--- src/rtl/irq_wake_defs.svh ---
// irq_wake_defs.svh: bit positions, reset values and sync depth for the interrupt and wakeup block
// assumes inclusion by bare name from rtl files
`ifndef IRQ_WAKE_DEFS_SVH
`define IRQ_WAKE_DEFS_SVH

`define NORM_W 16
`define ERR_W 16
`define SYNC_DEPTH 3
// normal status bit positions
`define NB_XFER_DONE 1
`define NB_WR_READY 4
`define NB_RD_READY 5
`define NB_INSERT 6
`define NB_REMOVE 7
`define NB_MEDIA_IRQ 8
// wakeup enable bit positions
`define WK_MEDIA_IRQ 0
`define WK_INSERT 1
`define WK_REMOVE 2
`define STATUS_RST 16'h0000
`define IRQ_ACTIVE_HIGH 1'b1

`endif

--- src/rtl/irq_wake_pkg.sv ---
// irq_wake_pkg: types shared by the interrupt and wakeup block
// assumes irq_wake_defs.svh is on the include path
`include "irq_wake_defs.svh"
package irq_wake_pkg;
    typedef logic [`NORM_W-1:0] norm_vec_t;
    typedef logic [`ERR_W-1:0] err_vec_t;
    typedef logic [2:0] wake_vec_t;
    typedef enum {PWR_NO_MEDIA, PWR_POWERED, PWR_CLOCKED} pwr_state_t;
endpackage

--- src/rtl/status_bank_if.sv ---
// status_bank_if: carrier between the top and one latched status bank
// assumes a single clock domain
`timescale 1ns/1ps
interface status_bank_if #(parameter int W = 16);
    logic [W-1:0] event_in;
    logic [W-1:0] stat_en;
    logic [W-1:0] sig_en;
    logic [W-1:0] clr_w1;
    logic [W-1:0] hold_mask;
    logic [W-1:0] status;
    logic pending;
    modport bank (input event_in, stat_en, sig_en, clr_w1, hold_mask, output status, pending);
    modport ctrl (output event_in, stat_en, sig_en, clr_w1, hold_mask, input status, pending);
endinterface

--- src/rtl/status_bank.sv ---
// status_bank: latched status bits with enable gating and write-one clear
// assumes events are already in sys_clk domain
`timescale 1ns/1ps
module status_bank #(
    parameter int W = 16
) (
    // clock and reset
    input wire logic sys_clk,
    input wire logic sys_rst,
    // control side
    status_bank_if.bank bus
);
    logic [W-1:0] status_r;
    logic [W-1:0] status_nxt;
    logic [W-1:0] set_w;
    logic [W-1:0] clr_w;

    // hold bits ignore write-one and follow their source level
    assign set_w = bus.event_in & bus.stat_en;
    assign clr_w = (bus.clr_w1 & ~bus.hold_mask) | ~bus.stat_en;
    assign status_nxt = (bus.hold_mask & set_w)
        | (~bus.hold_mask & (set_w | (status_r & ~clr_w)));

    always_ff @(posedge sys_clk) begin
        if (sys_rst) begin
            status_r <= '0;
        end else begin
            status_r <= status_nxt;
        end
    end

    assign bus.status = status_r;
    assign bus.pending = |(status_r & bus.sig_en);
endmodule // status_bank

--- src/rtl/irq_wakeup_ctrl.sv ---
// irq_wakeup_ctrl: interrupt, wakeup, transfer-done and power-state logic
// assumes media-side inputs arrive asynchronously; software bits are sys_clk signals
//
// Behaviour
// - event latches into status only while its status-enable is 1
// - clearing a status-enable clears its latched status bit
// - interrupt asserts while any status bit and its signal-enable are set
// - writing 1 to a status bit clears it
// - media interrupt status ignores write-one and follows the media request
// - media irq, insertion, removal drive wakeup via own enables
// - wakeup cause readable in normal status bits
// - slot summary bit is interrupt OR wakeup
// - wakeup needs status-enable, wakeup-enable and latched status, ignores signal-enable
// - output polarity selectable as an implementation choice
// - media-domain signals synchronised before use
// - all status bits held in the system clock domain
// - transfer-done sets at end of every read or write
// - read done only after all data reached host side
// - write done only after data sent and media busy ended
// - buffer writable/readable status and ready events reported
// - media clock never runs while media power is off
// - no media detected forces idle state, power and clock off
// - power condition bits readable
// - buffer-writable drops when pointer reaches block size
`timescale 1ns/1ps
`include "irq_wake_defs.svh"
module irq_wakeup_ctrl
    import irq_wake_pkg::*;
#(
    parameter int NW = `NORM_W,
    parameter int EW = `ERR_W,
    parameter int BLK_W = 12,
    parameter bit ACTIVE_HIGH = `IRQ_ACTIVE_HIGH
) (
    // clock and reset
    input wire logic sys_clk,
    input wire logic sys_rst,
    // software control
    input wire irq_wake_pkg::norm_vec_t norm_stat_en,
    input wire irq_wake_pkg::norm_vec_t norm_sig_en,
    input wire irq_wake_pkg::err_vec_t err_stat_en,
    input wire irq_wake_pkg::err_vec_t err_sig_en,
    input wire irq_wake_pkg::wake_vec_t wake_en,
    input wire irq_wake_pkg::norm_vec_t norm_clr_w1,
    input wire irq_wake_pkg::err_vec_t err_clr_w1,
    input wire logic int_clk_en,
    input wire logic power_on_req,
    input wire logic clk_on_req,
    input wire logic cmd_busy_in,
    // other sources, sys_clk domain
    input wire irq_wake_pkg::norm_vec_t norm_event,
    input wire irq_wake_pkg::err_vec_t err_event,
    // buffer side, sys_clk domain
    input wire logic dma_mode,
    input wire logic xfer_is_read,
    input wire logic xfer_start,
    input wire logic buf_wr_stb,
    input wire logic buf_rd_stb,
    input wire logic [BLK_W-1:0] block_size,
    // media side, asynchronous
    input wire logic media_irq_async,
    input wire logic media_present_async,
    input wire logic media_busy_async,
    input wire logic media_xfer_end_async,
    // status outputs
    output irq_wake_pkg::norm_vec_t norm_status,
    output irq_wake_pkg::err_vec_t err_status,
    output logic slot_summary,
    output logic buf_writable,
    output logic buf_readable,
    // power condition
    output logic int_clk_on,
    output logic media_present,
    output logic media_power_on,
    output logic media_clk_on,
    output logic media_bus_clock_en,
    output logic cmd_line_busy,
    output logic dat_line_busy,
    // system lines
    output logic irq_out,
    output logic wake_out
);
    // ------------------------------------------------------------
    // synchronisers for media-side levels
    // ------------------------------------------------------------
    localparam int N_ASYNC = 4;
    logic [N_ASYNC-1:0] async_in;
    logic [N_ASYNC-1:0] sync_lvl;
    logic irq_q_r;
    logic pres_q_r;
    logic busy_q_r;
    logic end_q_r;

    // a level counts once the second and third stages agree
    function automatic logic settle(input logic [`SYNC_DEPTH-1:0] s, input logic q);
        settle = (s[1] == s[2]) ? s[2] : q;
    endfunction

    assign async_in = {media_xfer_end_async, media_busy_async, media_present_async, media_irq_async};

    for (genvar g = 0; g < N_ASYNC; g++) begin : g_sync
        logic [`SYNC_DEPTH-1:0] stage_r;
        logic level_r;
        always_ff @(posedge sys_clk) begin
            if (sys_rst) begin
                stage_r <= '0;
                level_r <= 1'b0;
            end else begin
                stage_r <= {stage_r[`SYNC_DEPTH-2:0], async_in[g]};
                level_r <= settle(stage_r, level_r);
            end
        end
        assign sync_lvl[g] = level_r;
    end

    assign irq_q_r = sync_lvl[0];
    assign pres_q_r = sync_lvl[1];
    assign busy_q_r = sync_lvl[2];
    assign end_q_r = sync_lvl[3];

    // ------------------------------------------------------------
    // transfer tracking and buffer status
    // ------------------------------------------------------------
    logic pres_d_r;
    logic end_d_r;
    logic xfer_act_r;
    logic wr_en_r;
    logic rd_en_r;
    logic done_wait_r;
    logic [BLK_W-1:0] ptr_r;
    logic insert_ev;
    logic remove_ev;
    logic end_ev;
    logic done_ev;
    logic ptr_full;

    assign insert_ev = pres_q_r & ~pres_d_r;
    assign remove_ev = ~pres_q_r & pres_d_r;
    assign end_ev = end_q_r & ~end_d_r;
    assign ptr_full = (ptr_r + 1'b1) >= block_size;
    // read completes once host drained; write once media not busy
    assign done_ev = done_wait_r & (xfer_is_read ? (dma_mode | ~rd_en_r) : ~busy_q_r);

    always_ff @(posedge sys_clk) begin
        if (sys_rst) begin
            pres_d_r <= 1'b0;
            end_d_r <= 1'b0;
            xfer_act_r <= 1'b0;
            done_wait_r <= 1'b0;
            wr_en_r <= 1'b0;
            rd_en_r <= 1'b0;
            ptr_r <= '0;
        end else begin
            pres_d_r <= pres_q_r;
            end_d_r <= end_q_r;
            if (xfer_start) begin
                xfer_act_r <= 1'b1;
                ptr_r <= '0;
                wr_en_r <= ~xfer_is_read & ~dma_mode;
                rd_en_r <= xfer_is_read & ~dma_mode;
            end else if (wr_en_r & buf_wr_stb) begin
                ptr_r <= ptr_full ? '0 : ptr_r + 1'b1;
                if (ptr_full)
                    wr_en_r <= 1'b0;
            end else if (rd_en_r & buf_rd_stb) begin
                ptr_r <= ptr_full ? '0 : ptr_r + 1'b1;
                if (ptr_full)
                    rd_en_r <= 1'b0;
            end
            if (end_ev & xfer_act_r) begin
                done_wait_r <= 1'b1;
            end else if (done_ev) begin
                done_wait_r <= 1'b0;
                xfer_act_r <= xfer_start; // a new start wins over completion
            end
            if (remove_ev) begin
                xfer_act_r <= 1'b0;
                done_wait_r <= 1'b0;
            end
        end
    end

    // ------------------------------------------------------------
    // status banks
    // ------------------------------------------------------------
    status_bank_if #(.W(NW)) nb ();
    status_bank_if #(.W(EW)) eb ();
    norm_vec_t norm_src;
    norm_vec_t media_hold;

    always_comb begin
        norm_src = norm_event;
        norm_src[`NB_XFER_DONE] = norm_event[`NB_XFER_DONE] | done_ev;
        norm_src[`NB_WR_READY] = norm_event[`NB_WR_READY] | (xfer_start & ~xfer_is_read & ~dma_mode);
        norm_src[`NB_RD_READY] = norm_event[`NB_RD_READY] | (xfer_start & xfer_is_read & ~dma_mode);
        norm_src[`NB_INSERT] = norm_event[`NB_INSERT] | insert_ev;
        norm_src[`NB_REMOVE] = norm_event[`NB_REMOVE] | remove_ev;
        norm_src[`NB_MEDIA_IRQ] = irq_q_r;
        media_hold = '0;
        media_hold[`NB_MEDIA_IRQ] = 1'b1;
    end

    assign nb.event_in = norm_src;
    assign nb.stat_en = norm_stat_en;
    assign nb.sig_en = norm_sig_en;
    assign nb.clr_w1 = norm_clr_w1;
    assign nb.hold_mask = media_hold;
    assign eb.event_in = err_event;
    assign eb.stat_en = err_stat_en;
    assign eb.sig_en = err_sig_en;
    assign eb.clr_w1 = err_clr_w1;
    assign eb.hold_mask = '0;

    status_bank #(.W(NW)) u_norm (.sys_clk(sys_clk), .sys_rst(sys_rst), .bus(nb));
    status_bank #(.W(EW)) u_err (.sys_clk(sys_clk), .sys_rst(sys_rst), .bus(eb));

    // ------------------------------------------------------------
    // interrupt, wakeup and power state
    // ------------------------------------------------------------
    logic irq_lvl;
    logic wake_lvl;
    logic power_lvl;
    logic clock_lvl;
    wake_vec_t wake_stat;
    pwr_state_t pwr_r;
    pwr_state_t pwr_nxt;

    assign irq_lvl = nb.pending | eb.pending;
    assign wake_stat = {nb.status[`NB_REMOVE], nb.status[`NB_INSERT], nb.status[`NB_MEDIA_IRQ]};
    assign wake_lvl = |(wake_stat & wake_en);
    assign power_lvl = (pwr_nxt != PWR_NO_MEDIA);
    assign clock_lvl = (pwr_nxt == PWR_CLOCKED);

    // losing media or power overrides any requested state
    always_comb begin
        case (pwr_r)
            PWR_NO_MEDIA: pwr_nxt = (pres_q_r & power_on_req) ? PWR_POWERED : PWR_NO_MEDIA;
            PWR_POWERED: pwr_nxt = (clk_on_req & int_clk_en) ? PWR_CLOCKED : PWR_POWERED;
            PWR_CLOCKED: pwr_nxt = clk_on_req ? PWR_CLOCKED : PWR_POWERED;
            default: pwr_nxt = PWR_NO_MEDIA;
        endcase
        if (~pres_q_r | ~power_on_req)
            pwr_nxt = PWR_NO_MEDIA;
    end

    always_ff @(posedge sys_clk) begin
        if (sys_rst) begin
            pwr_r <= PWR_NO_MEDIA;
            irq_out <= ~ACTIVE_HIGH;
            wake_out <= ~ACTIVE_HIGH;
            slot_summary <= 1'b0;
        end else begin
            pwr_r <= pwr_nxt;
            irq_out <= irq_lvl ~^ ACTIVE_HIGH;
            wake_out <= wake_lvl ~^ ACTIVE_HIGH;
            slot_summary <= irq_lvl | wake_lvl;
        end
    end

    // ------------------------------------------------------------
    // status and buffer mirrors
    // ------------------------------------------------------------
    always_ff @(posedge sys_clk) begin
        if (sys_rst) begin
            norm_status <= '0;
            err_status <= '0;
            buf_writable <= 1'b0;
            buf_readable <= 1'b0;
        end else begin
            norm_status <= nb.status;
            err_status <= eb.status;
            buf_writable <= wr_en_r;
            buf_readable <= rd_en_r;
        end
    end

    // ------------------------------------------------------------
    // power condition bits
    // ------------------------------------------------------------
    always_ff @(posedge sys_clk) begin
        if (sys_rst) begin
            int_clk_on <= 1'b0;
            media_present <= 1'b0;
            media_power_on <= 1'b0;
            media_clk_on <= 1'b0;
            media_bus_clock_en <= 1'b0;
            cmd_line_busy <= 1'b0;
            dat_line_busy <= 1'b0;
        end else begin
            int_clk_on <= int_clk_en;
            media_present <= pres_q_r;
            media_power_on <= power_lvl;
            media_clk_on <= clock_lvl;
            media_bus_clock_en <= clock_lvl;
            cmd_line_busy <= cmd_busy_in;
            dat_line_busy <= xfer_act_r | busy_q_r;
        end
    end
endmodule // irq_wakeup_ctrl

--- config.mk ---
export PLATFORM = sky130hd
export DESIGN_NAME = irq_wakeup_ctrl
export DESIGN_NICKNAME = d
export VERILOG_FILES = /design/src/rtl/irq_wake_pkg.sv /design/src/rtl/status_bank_if.sv /design/src/rtl/status_bank.sv /design/src/rtl/irq_wakeup_ctrl.sv
export VERILOG_INCLUDE_DIRS = /design/src /design/src/rtl
export SDC_FILE = /design/constraint.sdc
export NUM_CORES = 1
export LEC_CHECK = 0
export BUFFER_PORTS_ARGS = -buffer_cell sky130_fd_sc_hd__clkbuf_2
export CORE_UTILIZATION = 50
export DETAILED_ROUTE_END_ITERATION = 6
export PLACE_DENSITY = 0.84
export RECOVER_POWER = 50
export SKIP_LAST_GASP = 1
export SLEW_MARGIN = 15
export SYNTH_ARGS = -nofsm -noshare
export SYNTH_HDL_FRONTEND = slang
export SYNTH_SLANG_ARGS = --single-unit
--- constraint.sdc ---
create_clock -name sys_clk -period 3.75 [get_ports sys_clk]
set_clock_uncertainty 0.1 [all_clocks]
set_input_delay 0.375 -clock sys_clk [delete_from_list [all_inputs] [get_ports sys_clk]]
set_output_delay 0.375 -clock sys_clk [all_outputs]
set_load 0.005 [all_outputs]
==> impl_metrics.py, run 1 <==
metrics = {
    "status": {
        "status": "completed",
    },
    "floorplanning": {
        "die_w_microns": 93.9,
        "io_pins": 202,
        "initial_utilization": 0.516,
        "fp-row-count": 33,
        "die_h_microns": 93.9,
        "die_area_sq_um": 8810,
        "core_region_area_sq_um": 8180,
    },
    "synth": {
        "synth-seq-cells": 110,
        "yosysUniqueCellTypes": 40,
        "ys_warn_count": 0,
        "synthesis.area_sq_um": 4220,
        "syn_avg_cell_area_sq_um": 9.59,
        "syn_inst": 440,
        "ys_seq_area_frac": 0.522,
        "syn_nets": 611,
    },
    "pwr": {
        "peakVddDrop_uv": 346,
        "p_leak_nw": 2.55,
        "p_per_area_nw_per_um2": 397,
    },
    "finish": {
        "register_area_sq_um": 2200,
        "areaGrowthSynthToFinish_pct": 29.5,
        "multi_input_area_sq_um": 1780,
        "antenna_cells": 0,
        "nFillCells": 705,
        "drive_above_1_share": 0.304,
        "final_nets": 807,
        "final_cell_mix": "172 x clkbuf_2, 110 x dfxtp_1, 55 x nor2b_1",
        "layout.cells.most_common": "clkbuf_2",
    },
    "sta": {
        "hold_viol_final": 0,
        "worst_pin_slew_ns": 1.46,
        "setup-violations-final": 0,
        "rsz0062_at_grt": "false",
        "finalCritPeriodShare": 0.786,
        "finalMaxSlewViolations": 0,
        "period_needed_ns": 2.95,
        "max_slew_margin": 0.0283,
        "worst_slack_ns": 0.804,
        "fmax_ghz": 0.339,
        "setup-tns-final_ns": 0,
    },
    "worst_setup_path": {
        "path_buf_inv": 0,
        "cp_top_family": "simple AND/OR/NAND/NOR gates",
        "startpoint": "ptr_r[0]",
        "cp_slowest_cell": "dfxtp_1",
        "cp-start-kind": "register",
        "cp-end-kind": "register",
        "criticalPathCategory": "reg -> reg",
        "cp.required_ns": 3.96,
        "path_cells": "ha_1 -> nand3_1 -> nor2_1 -> nand2_1 -> xnor2_1 -> ha_1 -> nand2_1 -> o21ai_0 -> a31oi_2 -> and3_1 -> a22o_1",
        "max_stage_delay_ns": 0.43,
        "rr_startpoint": "ptr_r[0]",
        "crit_arrival_ns": 3.16,
        "crit_path_max_fanout": 8,
    },
    "route": {
        "via_count": 3730,
        "via_per_inst": 5.00,
        "wl_microns": 10300,
        "drtPass1Iterations": 4,
        "drcViolationCount": 0,
        "wl_per_cell_microns": 13.8,
        "dr.first_iter.drc_count": 72,
        "ant_nets": 0,
    },
    "clocking": {
        "cts_setup_buffers": 0,
        "cts_hold_buf": 0,
        "cts_sinks": 110,
        "cts_tree": "built",
        "numCtsBuffers": 9,
        "cts_buffer_depth": 2,
        "ctsResizeCount": 0,
        "cts_root_buf": "clkbuf_8",
        "clk_latency_ns": 0.36,
        "clk_pin_slew_ns": 0.11,
        "cts_max_level": 3,
    },
    "worst_hold_path": {
        "hp-start": "norm_stat_en[8]",
        "hold_class": "in -> reg",
    },
    "placed_design": {
        "port-buffer-count": 199,
        "place_ws_ns": 0.832,
        "place_congestion": 0.804,
        "hpwl_microns": 8160,
    },
    "global_route": {
        "grt_first_pass_wirelength_microns": 15200,
        "grt_pass1_vias": 3343,
        "grt_max_degree": 65,
        "grt_overflow": 0,
        "grt_usage": 0.224,
        "antenna_found_initial": 0,
    },
    "run": {
        "maxCapViolCount": 0,
    },
}
per-stage QoR:
step	power (W)	instances	area [sq um]	hold slack (ns)	util
4_1_cts	0.00219	746	5500	0.104	0.673
6_report	0.00217	746	5470	0.116	0.669
2_1_floorplan	0.00133	440	4220	0.314	-
3_3_place_gp	0.00144	730	5290	0.318	0.647
5_1_grt	0.00226	746	5470	0.115	0.669
3_5_place_dp	0.00145	730	5290	0.333	0.647
layer usage:
layer  routed length (microns)  up-vias  track usage
met5                         0        -            0
met4                       116        0       0.0526
met3                       603       10       0.0599
met2                      5200      126        0.383
met1                      4350     1713        0.280
li1                          -     1881            -
where the power goes:
group          internal, W  total, W  switching, W
registers          0.00120   0.00123     0.0000211
logic             0.000107  0.000195     0.0000876
clock network     0.000339  0.000751      0.000412
cell families after synthesis:
| family | count (synthesis) | share of synthesized area |
|---|---|---|
| compound gates | 92 | 0.138 |
| flops | 110 | 0.522 |
| fa+ha+maj | 13 | 0.0385 |
| xor+xnor | 10 | 0.0225 |
| buf+inv | 61 | 0.0566 |
| simple gates | 154 | 0.223 |
state kept, by name, summed over array words and instances, names as in the netlist, 2 cells and up:
name and flops:
u_err.bus.status 16, g_sync.stage_r 12, g_sync.level_r 2, norm_status 16
err_status 16, pwr_r 2, u_norm.bus.status 16, ptr_r 12
cells in the mapped netlist:
| library cell | number | share of area |
|---|---|---|
| a21oi_1 | 43 | 0.051 |
| xnor2_1 | 7 | 0.015 |
| a22o_1 | 8 | 0.017 |
| dfxtp_1 | 110 | 0.52 |
| nor3b_2 | 1 | 0.0030 |
| nand4_1 | 7 | 0.010 |
| a22oi_2 | 1 | 0.0030 |
| a221oi_1 | 2 | 0.0042 |
| nor3_1 | 10 | 0.012 |
| a222oi_1 | 1 | 0.0024 |
| nor4_1 | 1 | 0.0015 |
| o221ai_1 | 1 | 0.0021 |
| a21o_1 | 1 | 0.0018 |
| o22ai_1 | 1 | 0.0015 |
| buf_4 | 2 | 0.0036 |
| nand3_1 | 5 | 0.0059 |
| ha_1 | 13 | 0.039 |
| nor3b_1 | 33 | 0.059 |
| nand3b_1 | 1 | 0.0018 |
| buf_1 | 1 | 0.00089 |
| o211ai_1 | 1 | 0.0018 |
| nor2_1 | 13 | 0.012 |
| a22oi_1 | 17 | 0.030 |
| nor4_4 | 1 | 0.0050 |
| buf_2 | 1 | 0.0012 |
| o21ai_0 | 11 | 0.013 |
| nand2_1 | 21 | 0.019 |
| clkbuf_2 | 1 | 0.0012 |
| nand3_4 | 1 | 0.0042 |
| xor2_2 | 1 | 0.0039 |
| and3_4 | 1 | 0.0027 |
| a311oi_1 | 1 | 0.0021 |
| nand2b_1 | 3 | 0.0044 |
| nor2b_1 | 55 | 0.082 |
| clkbuf_1 | 10 | 0.0089 |
| a211oi_1 | 3 | 0.0053 |
| xor2_1 | 2 | 0.0042 |
| inv_1 | 46 | 0.041 |
| and3_1 | 1 | 0.0015 |
| a31oi_2 | 1 | 0.0030 |
worst register-to-register path: cells and delay by family (launching register included):
family | cells | cell delay, ns
compound gates | 3 | 0.63
fa+ha+maj | 2 | 0.56
xor+xnor | 1 | 0.25
simple gates | 5 | 0.91
flops | 1 | 0.43
final timing paths:
check / endpoint / slack, ns / depth (start not counted)
max: ptr_r[4] / 0.80 / 11
min reg2reg: u_norm.bus.status[8] / 0.35 / 2
min: u_norm.bus.status[8] / 0.12 / 3
max reg2reg: ptr_r[4] / 0.80 / 11
area by class of cell:
class | count | share of cell area
sequential | 110 | 0.403
multi-input combinational | 269 | 0.326
timing repair buffer | 200 | 0.177
inverter | 46 | 0.0316
clock buffer | 10 | 0.0252
tap | 105 | 0.0240
clock inverter | 6 | 0.0140
(Power assumes the default switching activity.)
==> run 2, diff against run 1 <==
--- a/config.mk
+++ b/config.mk
@@ -7,9 +7,9 @@
 export NUM_CORES = 1
 export LEC_CHECK = 0
 export BUFFER_PORTS_ARGS = -buffer_cell sky130_fd_sc_hd__clkbuf_2
-export CORE_UTILIZATION = 50
+export CORE_UTILIZATION = 42
 export DETAILED_ROUTE_END_ITERATION = 6
-export PLACE_DENSITY = 0.84
+export PLACE_DENSITY = 0.76
 export RECOVER_POWER = 50
 export SKIP_LAST_GASP = 1
 export SLEW_MARGIN = 15
==> constraint.sdc (replaced) <==
create_clock -name sys_clk -period 2.5 [get_ports sys_clk]
set_clock_uncertainty 0.1 [all_clocks]
set_input_delay 0.25 -clock sys_clk [delete_from_list [all_inputs] [get_ports sys_clk]]
set_output_delay 0.25 -clock sys_clk [all_outputs]
set_load 0.005 [all_outputs]
==> run 2 against run 1 <==
Sequential power is 50% higher. Critical path depth stayed put. Sequential share of layout area is 3.5 points lower. Non-clock buffer count is 46 higher. Via count is 5.1% higher. Combinational power is 78% higher. Core utilization is 5.5 points lower. Cell count is 9.9% higher. Maximum frequency is 20% higher. Global-route usage is 1.8 points lower. Routed wire length is 8.1% higher. Clock-buffer cell count is 1 higher. Largest power group unchanged.
==> impl_metrics.py, run 2 (synthesis gave the netlist of run 1 again) <==
metrics = {
    "worst_setup_path": {
        "cp_slowest_cell": "dfxtp_2",
        "criticalPathCategory": "reg -> reg",
        "cp-end-kind": "register",
        "crit_path_max_fanout": 6,
        "path_cells": "and3_4 -> nand3_4 -> nor4_4 -> xor2_2 -> ha_1 -> a21oi_2 -> o21ai_1 -> a31oi_2 -> buf_4 -> o211ai_1 -> a211oi_1",
        "max_stage_delay_ns": 0.36,
        "cp_top_family": "compound AO/OA/AOI/OAI gates",
        "crit_arrival_ns": 2.64,
        "cp-start-kind": "register",
        "cp.required_ns": 2.68,
        "path_buf_inv": 1,
    },
    "clocking": {
        "cts_max_level": 3,
        "cts_sinks": 110,
        "clk_pin_slew_ns": 0.09,
        "cts_root_buf": "clkbuf_8",
        "numCtsBuffers": 9,
        "clk_latency_ns": 0.38,
        "cts_tree": "built",
        "cts_buffer_depth": 2,
    },
    "global_route": {
        "antenna_found_initial": 0,
        "grt_pass1_vias": 3631,
        "grt_usage": 0.206,
        "grt_first_pass_wirelength_microns": 16500,
        "grt_max_degree": 58,
        "grt_overflow": 0,
    },
    "floorplanning": {
        "io_pins": 202,
        "die_h_microns": 102,
        "core_region_area_sq_um": 9770,
        "die_w_microns": 102,
        "fp-row-count": 36,
        "die_area_sq_um": 10500,
        "initial_utilization": 0.432,
    },
    "finish": {
        "drive_above_1_share": 0.362,
        "final_cell_mix": "199 x clkbuf_2, 105 x dfxtp_1, 55 x nor2b_1",
        "antenna_cells": 0,
        "layout.cells.most_common": "clkbuf_2",
        "final_nets": 853,
        "nFillCells": 854,
        "areaGrowthSynthToFinish_pct": 42.1,
        "finalInstanceArea_sq_um": 6000,
    },
    "sta": {
        "rsz0062_at_grt": "true",
        "fmax_ghz": 0.406,
        "finalMaxSlewViolations": 0,
        "setup-violations-final": 0,
        "worst_pin_slew_ns": 1.09,
        "period_needed_ns": 2.46,
        "finalCritPeriodShare": 0.986,
        "hold_viol_final": 0,
        "max_slew_margin": 0.272,
    },
    "route": {
        "wl_met1_microns": 4670,
        "top_layer": "met4",
        "via_per_inst": 4.78,
        "dr_wl_met3_microns": 573,
        "wl_microns": 11100,
        "wl_met2_microns": 5490,
        "via_count": 3921,
        "wl_per_cell_microns": 13.5,
        "drtPass1Iterations": 4,
        "dr.first_iter.drc_count": 104,
        "drcViolationCount": 0,
        "ant_nets": 0,
    },
    "pwr": {
        "totalPowerFinal_w": 0.00319,
        "p_per_area_nw_per_um2": 531,
        "p_leak_nw": 2.84,
        "peakVddDrop_uv": 329,
    },
    "run": {
        "maxCapViolCount": 0,
    },
    "placed_design": {
        "post_dp_cell_area_sq_um": 5380,
        "hpwl_microns": 8220,
        "place_congestion": 0.822,
        "port-buffer-count": 199,
    },
    "status": {
        "status": "completed",
    },
    "worst_hold_path": {
        "hold_class": "in -> reg",
    },
}
## run 2: layout make-up
class                      instances  area, sq um  area share
clock buffer                      11          141      0.0236
clock inverter                     5         42.5     0.00709
inverter                          46          173      0.0288
multi-input combinational        269         1830       0.306
sequential                       110         2210       0.368
tap                              133          166      0.0277
timing repair buffer             246         1430       0.239
## run 2: worst paths after layout
path	depth (start not counted)	slack, ns	startpoint	endpoint
worst max-delay path	11	0.04	ptr_r[1]	ptr_r[2]
worst max register to register	11	0.04	ptr_r[1]	ptr_r[2]
worst min register to register	1	0.35	g_sync[0].stage_r[0]	g_sync[0].stage_r[1]
worst min-delay path	2	0.03	norm_stat_en[15]	u_norm.bus.status[15]
## run 2: timing repair
item | CTS | global route
hold buffers | 33 | 2
setup buffers | 1 | 2
hold endpoints to repair | 35 | 2
gates resized for setup | 5 | 17
setup endpoints to repair | 10 | 14
pin swaps | 5 | 17
## run 2: routing by layer
| metal | up-vias | global-route usage |
|---|---|---|
| met5 | - | 0 |
| met4 | 0 | 0.0901 |
| met3 | 26 | 0.0540 |
| met2 | 132 | 0.346 |
| met1 | 1788 | 0.249 |
| li1 | 1975 | - |
## run 2: through the flow
stage	utilization	setup slack (ns)	TNS (ns)	std cells	hold WS (ns)
final	0.614	0.0355	0	820	0.0251
after CTS	0.605	0.0138	0	816	0.000105
after global routing	0.614	-0.173	-0.980	820	0.00417
after detailed placement	0.551	-0.0676	-0.435	766	0.329
after global placement	0.551	0.0203	0	766	0.325
after floorplan	-	0.0228	0	440	0.222
## run 2: power by group
group	total, W	internal [W]	switching, W
Combinational	0.000347	0.000202	0.000145
Sequential	0.00184	0.00181	0.0000308
Clock	0.00100	0.000401	0.000602
Total	0.00319	0.00241	0.000778
